**src/rof_selector_regs.vh**
```
// register map, selector codes and reset values of the remote output
// selector; assumes a 32-bit avalon-mm slave with byte addressing
`ifndef ROF_SELECTOR_REGS_VH
`define ROF_SELECTOR_REGS_VH

// ---------------------------------------------------------------
// register byte offsets, and the word index range of the selectors
// ---------------------------------------------------------------
`define ROF_ADDR_W 7
`define ROF_OFS_OUT_STATUS 7'h00
`define ROF_OFS_GP_FLAGS 7'h04
`define ROF_OFS_IRQ_STATUS 7'h08
`define ROF_OFS_IRQ_MASK 7'h0c
`define ROF_WORD_SEL_FIRST 5'h04
`define ROF_WORD_SEL_LAST 5'h13

// ---------------------------------------------------------------
// widths and counts
// ---------------------------------------------------------------
`define ROF_NBITS 16
`define ROF_CODE_W 8
`define ROF_SRC_W 128
`define ROF_SYNC_W 5

// ---------------------------------------------------------------
// selector codes
// ---------------------------------------------------------------
`define ROF_CODE_NONE 0
`define ROF_CODE_FWD 1
`define ROF_CODE_REV 2
`define ROF_CODE_HOMING 3
`define ROF_CODE_START 4
`define ROF_CODE_SEQ 5
`define ROF_CODE_PINCH 6
`define ROF_CODE_MINCH 7
`define ROF_CODE_DLAUNCH0 8
`define ROF_CODE_RELEASE 16
`define ROF_CODE_CURON 17
`define ROF_CODE_STOP 18
`define ROF_CODE_FLAG0 32
`define ROF_CODE_DSEL0 48
`define ROF_CODE_PLIM 60
`define ROF_CODE_NLIM 61
`define ROF_CODE_ORIGIN 62
`define ROF_CODE_SLOT 63
`define ROF_CODE_ALARM 65
`define ROF_CODE_WARN 66
`define ROF_CODE_READY 67
`define ROF_CODE_MOVE 68
`define ROF_CODE_DONE 69
`define ROF_CODE_ATHOME 70
`define ROF_CODE_TORQUE 71
`define ROF_CODE_STEP 72
`define ROF_CODE_ZONE1 73
`define ROF_CODE_BUSY 80
`define ROF_CODE_SUPPLY 82

// ---------------------------------------------------------------
// reset values
// ---------------------------------------------------------------
`define ROF_SEL_RESET {8'h47, 8'h45, 8'h44, 8'h48, 8'h4b, 8'h4a, \
  8'h49, 8'h50, 8'h41, 8'h42, 8'h43, 8'h46, 8'h04, 8'h32, 8'h31, 8'h30}
`define ROF_ZERO16 16'h0000
`define ROF_ZERO32 32'h0000_0000

`endif

```
**src/rof_bit_mux.v**
```verilog
// one selector: picks one source bit by its code
// assumes the caller zeroes every source position with no function
`timescale 1ns/1ps
`include "rof_selector_regs.vh"
module rof_bit_mux (
  input wire [`ROF_SRC_W-1:0] src,
  input wire [`ROF_CODE_W-1:0] code,
  output wire bit_out
);

  // ---------------------------------------------------------------
  // codes above the source range read zero
  // ---------------------------------------------------------------
  assign bit_out = code[`ROF_CODE_W-1] ? 1'b0 :
    src[code[`ROF_CODE_W-2:0]];
endmodule

```
**src/rof_selector.v**
```verilog
// remote output selector: sixteen remote output bits, each picking an
// internal status or echoed input by a software selector code
// assumes avalon-mm master on CLK, pin inputs asynchronous, others
// from logic on CLK
//
// The Avalon-MM slave port and the placing of the registers were left to the implementer.
`timescale 1ns/1ps
`include "rof_selector_regs.vh"

module rof_selector #(
  parameter AC_VARIANT = 1
) (
  input wire CLK,
  input wire RESET,
  input wire [`ROF_ADDR_W-1:0] AVS_ADDRESS,
  input wire AVS_READ,
  input wire AVS_WRITE,
  input wire [31:0] AVS_WRITEDATA,
  input wire [3:0] AVS_BYTEENABLE,
  output reg [31:0] AVS_READDATA,
  output wire AVS_WAITREQUEST,
  output wire IRQ,
  input wire FORWARD_RUN_IN,
  input wire REVERSE_RUN_IN,
  input wire HOMING_RUN_IN,
  input wire START_RUN_IN,
  input wire SEQUENCE_LAUNCH_IN,
  input wire PLUS_INCH_IN,
  input wire MINUS_INCH_IN,
  input wire [5:0] DIRECT_LAUNCH_IN,
  input wire RELEASE_IN,
  input wire CURRENT_ON_IN,
  input wire STOP_IN,
  input wire [5:0] DATA_SEL_IN,
  input wire POSITIVE_LIMIT_PIN,
  input wire NEGATIVE_LIMIT_PIN,
  input wire ORIGIN_SENSOR_PIN,
  input wire SLOT_SENSOR_PIN,
  input wire MAIN_SUPPLY_PIN,
  input wire ALARM_ACTIVE,
  input wire WARNING_ACTIVE,
  input wire DRIVER_READY,
  input wire MOTOR_MOVING,
  input wire POSITIONING_DONE,
  input wire AT_HOME,
  input wire TORQUE_LIMIT_EXCEEDED,
  input wire SHAFT_STEP_PULSE,
  input wire [2:0] ZONE_FLAG,
  input wire INTERNAL_PROCESSING_FLAG,
  output reg [`ROF_NBITS-1:0] REMOTE_OUTPUT_BIT
);

  // ---------------------------------------------------------------
  // declarations
  // ---------------------------------------------------------------
  localparam [8*`ROF_NBITS-1:0] SEL_RESET = `ROF_SEL_RESET;

  reg [`ROF_CODE_W-1:0] sel_q [0:`ROF_NBITS-1];
  reg [`ROF_NBITS-1:0] flags_q;
  reg [`ROF_NBITS-1:0] irq_status_q;
  reg [`ROF_NBITS-1:0] irq_mask_q;
  reg [`ROF_NBITS-1:0] irq_status_d;
  reg ack_q;
  reg [31:0] rdata_d;
  wire [`ROF_SYNC_W-1:0] pins_raw;
  wire [`ROF_SYNC_W-1:0] pins_sync;
  wire [`ROF_SRC_W-1:0] src;
  wire [`ROF_NBITS-1:0] out_d;
  wire [`ROF_NBITS-1:0] rise;
  wire req;
  wire wr_go;
  wire [4:0] word;
  wire sel_hit;
  wire [3:0] sel_idx;
  wire [4:0] sel_off;
  wire [31:0] be_mask;
  integer i;

  // ---------------------------------------------------------------
  // pin synchronisers
  // ---------------------------------------------------------------
  assign pins_raw = {MAIN_SUPPLY_PIN, SLOT_SENSOR_PIN, ORIGIN_SENSOR_PIN,
    NEGATIVE_LIMIT_PIN, POSITIVE_LIMIT_PIN};

  rof_sync u_sync (
    .clk(CLK),
    .rst(RESET),
    .async_in(pins_raw),
    .sync_out(pins_sync)
  );

  // ---------------------------------------------------------------
  // source vector indexed by selector code
  // ---------------------------------------------------------------
  assign src[`ROF_CODE_NONE] = 1'b0;
  assign src[`ROF_CODE_FWD] = FORWARD_RUN_IN;
  assign src[`ROF_CODE_REV] = REVERSE_RUN_IN;
  assign src[`ROF_CODE_HOMING] = HOMING_RUN_IN;
  assign src[`ROF_CODE_START] = START_RUN_IN;
  assign src[`ROF_CODE_SEQ] = SEQUENCE_LAUNCH_IN;
  assign src[`ROF_CODE_PINCH] = PLUS_INCH_IN;
  assign src[`ROF_CODE_MINCH] = MINUS_INCH_IN;
  assign src[`ROF_CODE_DLAUNCH0+5:`ROF_CODE_DLAUNCH0] =
    DIRECT_LAUNCH_IN;
  assign src[`ROF_CODE_RELEASE-1:`ROF_CODE_DLAUNCH0+6] = 2'b00;
  assign src[`ROF_CODE_RELEASE] = RELEASE_IN;
  assign src[`ROF_CODE_CURON] = CURRENT_ON_IN;
  assign src[`ROF_CODE_STOP] = STOP_IN;
  assign src[`ROF_CODE_FLAG0-1:`ROF_CODE_STOP+1] = 13'h0000;
  assign src[`ROF_CODE_FLAG0+15:`ROF_CODE_FLAG0] = flags_q;
  assign src[`ROF_CODE_DSEL0+5:`ROF_CODE_DSEL0] = DATA_SEL_IN;
  assign src[`ROF_CODE_PLIM-1:`ROF_CODE_DSEL0+6] = 6'h00;
  assign src[`ROF_CODE_PLIM] = pins_sync[0];
  assign src[`ROF_CODE_NLIM] = pins_sync[1];
  assign src[`ROF_CODE_ORIGIN] = pins_sync[2];
  assign src[`ROF_CODE_SLOT] = pins_sync[3];
  assign src[`ROF_CODE_ALARM-1] = 1'b0;
  assign src[`ROF_CODE_ALARM] = ALARM_ACTIVE;
  assign src[`ROF_CODE_WARN] = WARNING_ACTIVE;
  assign src[`ROF_CODE_READY] = DRIVER_READY;
  assign src[`ROF_CODE_MOVE] = MOTOR_MOVING;
  assign src[`ROF_CODE_DONE] = POSITIONING_DONE;
  assign src[`ROF_CODE_ATHOME] = AT_HOME;
  assign src[`ROF_CODE_TORQUE] = TORQUE_LIMIT_EXCEEDED;
  assign src[`ROF_CODE_STEP] = SHAFT_STEP_PULSE;
  assign src[`ROF_CODE_ZONE1+2:`ROF_CODE_ZONE1] = ZONE_FLAG;
  assign src[`ROF_CODE_BUSY-1:`ROF_CODE_ZONE1+3] = 4'h0;
  assign src[`ROF_CODE_BUSY] = INTERNAL_PROCESSING_FLAG;
  assign src[`ROF_CODE_BUSY+1] = 1'b0;
  assign src[`ROF_CODE_SUPPLY] = (AC_VARIANT != 0) ?
    pins_sync[4] : 1'b0;
  assign src[`ROF_SRC_W-1:`ROF_CODE_SUPPLY+1] = 45'h0;

  // ---------------------------------------------------------------
  // one selector per output bit
  // ---------------------------------------------------------------
  genvar g;
  generate
    for (g = 0; g < `ROF_NBITS; g = g + 1) begin : gen_bit
      rof_bit_mux u_mux (
        .src(src),
        .code(sel_q[g]),
        .bit_out(out_d[g])
      );
    end
  endgenerate

  always @(posedge CLK or posedge RESET) begin
    if (RESET) begin
      REMOTE_OUTPUT_BIT <= `ROF_ZERO16;
    end else begin
      REMOTE_OUTPUT_BIT <= out_d;
    end
  end

  // ---------------------------------------------------------------
  // avalon-mm slave: one wait state per access
  // ---------------------------------------------------------------
  assign req = AVS_READ | AVS_WRITE;
  assign AVS_WAITREQUEST = req & ~ack_q;
  assign wr_go = AVS_WRITE & ack_q;
  assign word = AVS_ADDRESS[`ROF_ADDR_W-1:2];
  assign sel_hit = (word >= `ROF_WORD_SEL_FIRST) &&
    (word <= `ROF_WORD_SEL_LAST);
  assign sel_off = word - `ROF_WORD_SEL_FIRST;
  assign sel_idx = sel_off[3:0];
  assign be_mask = {{8{AVS_BYTEENABLE[3]}}, {8{AVS_BYTEENABLE[2]}},
    {8{AVS_BYTEENABLE[1]}}, {8{AVS_BYTEENABLE[0]}}};

  always @* begin
    rdata_d = `ROF_ZERO32;
    if (sel_hit) begin
      rdata_d = {24'h000000, sel_q[sel_idx]};
    end else begin
      case (AVS_ADDRESS & 7'h7c)
        `ROF_OFS_OUT_STATUS: rdata_d = {16'h0000, REMOTE_OUTPUT_BIT};
        `ROF_OFS_GP_FLAGS: rdata_d = {16'h0000, flags_q};
        `ROF_OFS_IRQ_STATUS: rdata_d = {16'h0000, irq_status_q};
        `ROF_OFS_IRQ_MASK: rdata_d = {16'h0000, irq_mask_q};
        default: rdata_d = `ROF_ZERO32;
      endcase
    end
  end

  always @(posedge CLK or posedge RESET) begin
    if (RESET) begin
      ack_q <= 1'b0;
      AVS_READDATA <= `ROF_ZERO32;
    end else begin
      ack_q <= req & ~ack_q;
      if (AVS_READ & ~ack_q) begin
        AVS_READDATA <= rdata_d;
      end
    end
  end

  // ---------------------------------------------------------------
  // software registers
  // ---------------------------------------------------------------
  always @(posedge CLK or posedge RESET) begin
    if (RESET) begin
      for (i = 0; i < `ROF_NBITS; i = i + 1) begin
        sel_q[i] <= SEL_RESET[8*i +: 8];
      end
      flags_q <= `ROF_ZERO16;
      irq_mask_q <= `ROF_ZERO16;
    end else if (wr_go) begin
      if (sel_hit && AVS_BYTEENABLE[0]) begin
        sel_q[sel_idx] <= AVS_WRITEDATA[7:0];
      end
      if ((AVS_ADDRESS & 7'h7c) == `ROF_OFS_GP_FLAGS) begin
        flags_q <= (flags_q & ~be_mask[15:0]) |
          (AVS_WRITEDATA[15:0] & be_mask[15:0]);
      end
      if ((AVS_ADDRESS & 7'h7c) == `ROF_OFS_IRQ_MASK) begin
        irq_mask_q <= (irq_mask_q & ~be_mask[15:0]) |
          (AVS_WRITEDATA[15:0] & be_mask[15:0]);
      end
    end
  end

  // ---------------------------------------------------------------
  // interrupts: rising output bit sets sticky status
  // ---------------------------------------------------------------
  assign rise = out_d & ~REMOTE_OUTPUT_BIT;

  always @* begin
    irq_status_d = irq_status_q;
    if (wr_go && ((AVS_ADDRESS & 7'h7c) == `ROF_OFS_IRQ_STATUS)) begin
      irq_status_d = irq_status_q & ~(AVS_WRITEDATA[15:0] & be_mask[15:0]);
    end
    irq_status_d = irq_status_d | rise;
  end

  always @(posedge CLK or posedge RESET) begin
    if (RESET) begin
      irq_status_q <= `ROF_ZERO16;
    end else begin
      irq_status_q <= irq_status_d;
    end
  end

  assign IRQ = |(irq_status_q & irq_mask_q);
endmodule

```
**src/rof_sync.v**
```verilog
// two-flop synchroniser for pin inputs of the remote output selector
// assumes a single clock with asynchronous active-high reset
`timescale 1ns/1ps
`include "rof_selector_regs.vh"
module rof_sync (
  input wire clk,
  input wire rst,
  input wire [`ROF_SYNC_W-1:0] async_in,
  output reg [`ROF_SYNC_W-1:0] sync_out
);

  reg [`ROF_SYNC_W-1:0] meta_q;

  // ---------------------------------------------------------------
  // first stage read only by the second
  // ---------------------------------------------------------------
  always @(posedge clk or posedge rst) begin
    if (rst) begin
      meta_q <= {`ROF_SYNC_W{1'b0}};
      sync_out <= {`ROF_SYNC_W{1'b0}};
    end else begin
      meta_q <= async_in;
      sync_out <= meta_q;
    end
  end
endmodule

```
**config.mk**
```make
export PLATFORM = sky130hd
export DESIGN_NAME = rof_selector
export DESIGN_NICKNAME = d
export VERILOG_FILES = /design/src/rof_bit_mux.v /design/src/rof_selector.v /design/src/rof_sync.v
export VERILOG_INCLUDE_DIRS = /design/src
export SDC_FILE = /design/constraint.sdc
export NUM_CORES = 1
export LEC_CHECK = 0
export ABC_AREA = 0
export CAP_MARGIN = 10
export CORE_MARGIN = 5
export CORE_UTILIZATION = 50
export DETAILED_ROUTE_END_ITERATION = 7
export DONT_BUFFER_PORTS = 1
export PLACE_DENSITY = 0.68
export SLEW_MARGIN = 30
export SYNTH_ARGS = -nofsm -noshare
export SYNTH_HDL_FRONTEND = slang
export SYNTH_SLANG_ARGS = --single-unit
export TNS_END_PERCENT = 10
```
**constraint.sdc**
```tcl
create_clock -name CLK -period 6.8 [get_ports CLK]
set_input_delay 0.68 -clock CLK [delete_from_list [all_inputs] [get_ports CLK]]
set_output_delay 0.68 -clock CLK [all_outputs]
set_load 0.01 [all_outputs]
```
# ---- Word level (Yosys, flattened, before mapping)
# Index checks and enable logic that the tools add are counted.
dict set report op_classes {
  div_mod_pow 0
  mul 0
  add_sub_neg 1
  n_eq_ne 3
  muxes 57
  n_reduce_logical 9
  shift 0
  magnitude_cmp 20
  n_bitwise 18
}
# cell n
set ops {}
lappend ops {{bitwise mux 128 bit} 1}
lappend ops {{less-than comparator 7 x 8 -> 1 bit, second input constant} 16}
lappend ops {{binary-select mux 1 bit (select 7 bit)} 16}
lappend ops {{bitwise AND 16 bit} 6}
lappend ops {{one-hot mux 16 bit (4 select lines)} 1}
lappend ops {{inverter 16 bit} 3}
lappend ops {{OR 16 bit} 3}
lappend ops {{binary-select mux 8 bit (select 4 bit)} 1}
lappend ops {{demux 8 bit (select 4 bit)} 1}
lappend ops {{2-to-1 mux 1 bit} 32}
lappend ops {{2-to-1 mux 32 bit} 1}
lappend ops {{2-to-1 mux 8 bit} 3}
lappend ops {{2-to-1 mux 16 bit} 1}
lappend ops {{OR reduction 16 bit} 1}
lappend ops {{== test 5 x 2 -> 1 bit, second input constant} 2}
lappend ops {{zero test 7 bit} 1}
lappend ops {{AND reduction 2 bit} 3}
lappend ops {{== test 5 x 1 -> 1 bit, second input constant} 1}
lappend ops {{>= comparator 5 x 3 -> 1 bit, second input constant} 1}
lappend ops {{>= comparator 5 bit, second input constant} 1}
lappend ops {{less-or-equal comparator 5 bit, second input constant} 1}
lappend ops {{less-than comparator 5 x 1 -> 1 bit, second input constant} 1}
lappend ops {{inverter 4 -> 5 bit} 1}
lappend ops {{logical AND 1 bit} 4}
lappend ops {{4 further kinds} 6}
dict set report totals {
  output_inout_bits 50
  mem_bits_ro 0
  n_memories 0
  ramBits 0
  register_bits 235
  in_bits 86
  latchBits 0
  wordCells 132
}

# ---- Depth between registers and ports, before layout
dict set report logic_depth {
  depth_word 7
  ltp_mapped 12
  ltp_nobuf 8
}

# ---- By module
# Synthesis repeated with hierarchy kept, for this count alone.
dict set report unflattened {
  hier_cells 2622
  hier_area_um2 30551.8
}
# module cells_per_inst seq_area_each_um2 area_each_um2 instances
set by_module_without_submodules {}
lappend by_module_without_submodules {rof_bit_mux 118 0.0 1276.2 16}
lappend by_module_without_submodules {rof_selector 723 5282.6 9878.2 1}
lappend by_module_without_submodules {rof_sync 11 250.2 254.0 1}

# ---- Worst setup path after synthesis
# No wires, ideal clock.
dict set report synth_path {
  path_kind {in2reg}
  from {input AVS_ADDRESS[5]}
  to {register sel_q[24] (netlist name)}
  arrival_ps 2455
  n_path_buf 2
  required_ps 6675
  setup_time_ps 125
  slack_ps 4220
  stages 9
  cell_sequence {inv_1 > ha_1 > clkbuf_1 > a2111oi_0 > a21oi_2 > and3_1 > buf_2 > nand2_2 > mux2_2}
}
dict set report synth_between {
  elab_chain_cells 7
  elab_cells_between_ends 13
  cone_classes {1 x add/sub; 4 x order compare; 3 x mux; 1 x bitwise; 4 x reduce/logical}
}
# item line
set synth_lines {}
lappend synth_lines {{from (decl)} rof_selector.v:15} ;# input wire [`ROF_ADDR_W-1:0] AVS_ADDRESS,
lappend synth_lines {{subtractor 4 x 3 -> 4 bit (no line)} --}
lappend synth_lines {{inverter 4 -> 5 bit (not written as such)} rof_selector.v:209} ;# sel_q[sel_idx] <= AVS_WRITEDATA[7:0];
lappend synth_lines {{>= comparator 5 bit (not written as such) or less-than comparator 5 x 1 -> 1 bit (tied branches)} rof_selector.v:209}
lappend synth_lines {{logical AND 1 bit (not written as such)} rof_selector.v:209}
lappend synth_lines {{2-to-1 mux 8 bit (not written as such)} rof_selector.v:209}
lappend synth_lines {{demux 8 bit (select 4 bit)} rof_selector.v:209}
lappend synth_lines {{bitwise mux 128 bit} rof_selector.v:209}
lappend synth_lines {{to (signal, indexed assignment)} rof_selector.v:203} ;# sel_q[i] <= SEL_RESET[8*i +: 8];
lappend synth_lines {{to (signal, indexed assignment)} rof_selector.v:209}
lappend synth_lines {{to (decl)} rof_selector.v:58} ;# reg [`ROF_CODE_W-1:0] sel_q [0:`ROF_NBITS-1];
# Several ways; a longest one is shown, not always the timed one.
# A chain may end at the register's enable or synchronous reset.

# ---- Worst setup path after layout
dict set report layout_path {
  from {register sel_q[41] (netlist name)}
  to {register irq_status_q[10]}
}
dict set report layout_between {
  elab_chain_cells 5
}
# item line
set layout_lines {}
lappend layout_lines {{binary-select mux 1 bit (select 7 bit)} rof_bit_mux.v:15} ;# src[code[`ROF_CODE_W-2:0]];
lappend layout_lines {{2-to-1 mux 1 bit} rof_bit_mux.v:15}
lappend layout_lines {{2-to-1 mux 1 bit} rof_bit_mux.v:14} ;# assign bit_out = code[`ROF_CODE_W-1] ? 1'b0 :
lappend layout_lines {{bitwise AND 16 bit} rof_selector.v:225} ;# assign rise = out_d & ~REMOTE_OUTPUT_BIT;
lappend layout_lines {{OR 16 bit} rof_selector.v:232} ;# irq_status_d = irq_status_d | rise;
lappend layout_lines {{via irq_status_d[10]} rof_selector.v:62} ;# reg [`ROF_NBITS-1:0] irq_status_d;
lappend layout_lines {{to (signal assigned)} rof_selector.v:237} ;# irq_status_q <= `ROF_ZERO16;
lappend layout_lines {{to (signal assigned)} rof_selector.v:239} ;# irq_status_q <= irq_status_d;
lappend layout_lines {{to (decl)} rof_selector.v:60} ;# reg [`ROF_NBITS-1:0] irq_status_q;
# The timed path passes the listed nets, and every way through them passes these cells. The select of a mux whose other input is x is not followed.

==> impl_metrics.tcl <==
set metrics [dict create \
    muxShareOfSynthArea_pct 38.9 \
    mostFrequentLayoutCell "mux2_2" \
    critical-path-max-stage-delay_ns 0.94 \
    syn_to_final_growth_pct 3.43 \
    floorplan.core_area_um2 37400 \
    globalRouteTotalUtil_pct 32.7 \
    post-route-drc-count 0 \
    period_minus_slack_ns 3.13 \
    clock-skew-final_ns 0.0213 \
    final-max-slew-violation-count 0 \
    fraction_of_the_mapped_netlist_area_in_compound_gates_pct 12.2 \
    detail_route.iter0.violations 2517 \
    top_level_ports 136 \
    category_of_the_worst_setup_path_capture_point "register" \
    grt_pass1_vias 15490 \
    tns_ns 0 \
    synthesis.instances 1741 \
    cts-root-buf "clkbuf_16" \
    cts_hold_repair_buffers 0 \
    cts_buffers 27 \
    path_buf_inv 0 \
    n_fill_cell 3217 \
    die_width_um 204 \
    drt_wl_total_um 69800 \
    timing.critical_path.from_type "register" \
    clock_sink_count 219 \
    status "finished, final reports clean" \
    layout.cells.most_common_list "mux2_2, dfrtp_1, mux4_2" \
    worstPathRequired_ns 7.23 \
    route.detailed.wl_per_inst_um 33.2 \
    layout_worst_path_cycle_share_pct 46.1 \
    ys_dominant_reg_cell "dfrtp_1" \
    syn_area_per_cell_um2 10.8 \
    whs_ns 0.0470 \
    route.detailed.vias_per_inst 7.68 \
    critical_path_class "reg2reg" \
    ys_ff_latch 219 \
    n_antenna_cell 0 \
    die-area_um2 41600 \
    initial_utilization_pct 50.3 \
    critical-path-top-delay-family "simple AND/OR/NAND/NOR gates" \
    worst_slew_pin_slew_ns 1.08 \
    detail-route-antenna-nets 0 \
    critical_path_peak_fanout 27 \
    detail_route.first_pass.iterations 7 \
    synth_top_family_by_area "multiplexers" \
    grt_overflow_total 0 \
    synth_edf_count 0 \
    timing.final.hold_violations 0 \
    drive_above_1_share_pct 30.8 \
    routabilityCongestion 1.01 \
    cell_pwr_density_nw_per_um2 220 \
    number_of_unique_standard_cell_types_used_by_synthesis 72 \
    async_reset_ff_share_pct 100 \
    synth_xor_area_share_pct 0.0465 \
    cts.repair_timing.setup_buffer_count 0 \
    slowest_stage "dfstp_2" \
    clk_pin_slew_ns 0.07 \
    io_buffers 0 \
    synth.cell_area_um2 18800 \
    number_of_antenna_violations_at_the_first_check_in_global_routing 2 \
    f_max_mhz 319 \
    cts-root-to-sink-buffers 3 \
    grt_pass1_wl_um 103000 \
    rows 71 \
    grt_setup_unrepaired "false" \
    max_cap_violations 0 \
    grt_max_degree 139 \
    dieHeight_um 204 \
    total_leakage_power_nw 6.87 \
    clock_tree_from_tritoncts "done" \
    fin_nets 1659 \
    adder_cell_share_of_the_synthesized_area_pct 0.266 \
    cp_cell_sequence "mux2i_1 -> o32ai_1 -> a2111oi_0 -> nor4b_1 -> nor4_1 -> o31ai_1" \
    detailed_place_hpwl_um 42200 \
    synth-simple-area-share_pct 12.7 \
    via_count 16146 \
    slew-limit-headroom_pct 27.8 \
    maximum_level_of_the_cts_h_tree 1 \
    final_core_utilization_pct 52.1 \
    postCtsResizedCells 0 \
    ys_warn_count 0 \
    ir_drop_v 0.000176 \
    holdCritPathClass "in2async" \
    clk_latency_ns 0.59 \
    wp_data_arrival_ns 3.56 \
    timing.final.setup_violations 0 \
    synth-seq-area-share_pct 29.4 \
]
-- cells in the mapped netlist (37+ instances only) --
| cell | instances | share of area, % |
|---|---|---|
| a21oi_1 | 47 | 1.2 |
| buf_2 | 47 | 1.2 |
| clkbuf_1 | 118 | 2.4 |
| dfrtp_1 | 177 | 24 |
| dfstp_2 | 42 | 5.9 |
| mux2_2 | 206 | 12 |
| mux2i_1 | 149 | 7.9 |
| mux4_2 | 151 | 18 |
| nand2_1 | 106 | 2.1 |
| nor2_1 | 70 | 1.4 |
| nor3_1 | 37 | 0.98 |
| o21ai_0 | 39 | 1.0 |
-- worst reg2reg max path, cell delays in order (launching register included) --
cell and delay, ns:
dfstp_2 0.94, mux2i_1 0.26, o32ai_1 0.10, a2111oi_0 0.55, nor4b_1 0.11, nor4_1 0.91
o31ai_1 0.11
-- worst paths after layout --
path / startpoint / to / slack (ns) / depth (start not counted)
min reg2reg: u_sync.meta_q[3]$_DFF_PP0_ / u_sync.sync_out[3]$_DFF_PP0_ / 0.35 / 0
min in group CLK: POSITIVE_LIMIT_PIN / u_sync.meta_q[0]$_DFF_PP0_ / 0.12 / 0
max: sel_q[41]$_DFFE_PP1P_ / irq_status_q[10]$_DFF_PP0_ / 3.67 / 6
max reg2reg: sel_q[41]$_DFFE_PP1P_ / irq_status_q[10]$_DFF_PP0_ / 3.67 / 6
max in group asynchronous: RESET / sel_q[86]$_DFFE_PP1P_ / 5.42 / 3
min: RESET / REMOTE_OUTPUT_BIT[12]$_DFF_PP0_ / 0.05 / 1
-- per-layer routing --
layer  GRT usage, %  vias up  wire [um]
li1               -     6434          -
met1           40.6     7865      23500
met2           47.4     1442      29700
met3           12.8      403      11000
met4           21.0        2       5580
met5          0.476        -         13
-- where the power goes --
| part | internal, mW | switching (mW) |
|---|---|---|
| clock | 0.836 | 0.632 |
| combinational | 0.536 | 0.413 |
| sequential | 1.45 | 0.412 |
-- logic make-up (layout without fill, tap and decap cells) --
family,after synthesis,count (layout)
adders and majority gates,4,4
DFF,219,219
and+or+nand+nor,434,434
buffers and inverters,259,93
other,1,16
xor gates and xnor gates,1,1
muxes,512,512
AOI/OAI and AO/OA,311,311
-- per-stage QoR --
step	cells	instance area [um^2]	worst slack [ns]	power, mW
finish	2101	19500	3.67	4.28
global route	2101	19500	3.57	4.44
CTS	2101	19500	3.77	4.25
detailed placement	2051	18600	3.78	2.79
global placement	2050	18500	3.60	2.75
floorplan	1756	18900	0.197	2.57
-- cell type report --
cell class	count	area, um^2	area share, %
timing repair buffer	13	118	0.604
multi-input combinational	1278	12200	62.4
clock inverter	19	185	0.951
tap	511	639	3.28
clock buffer	31	711	3.65
sequential	219	5540	28.4
inverter	30	125	0.643
No activity file was read; power rests on OpenSTA's default activity.
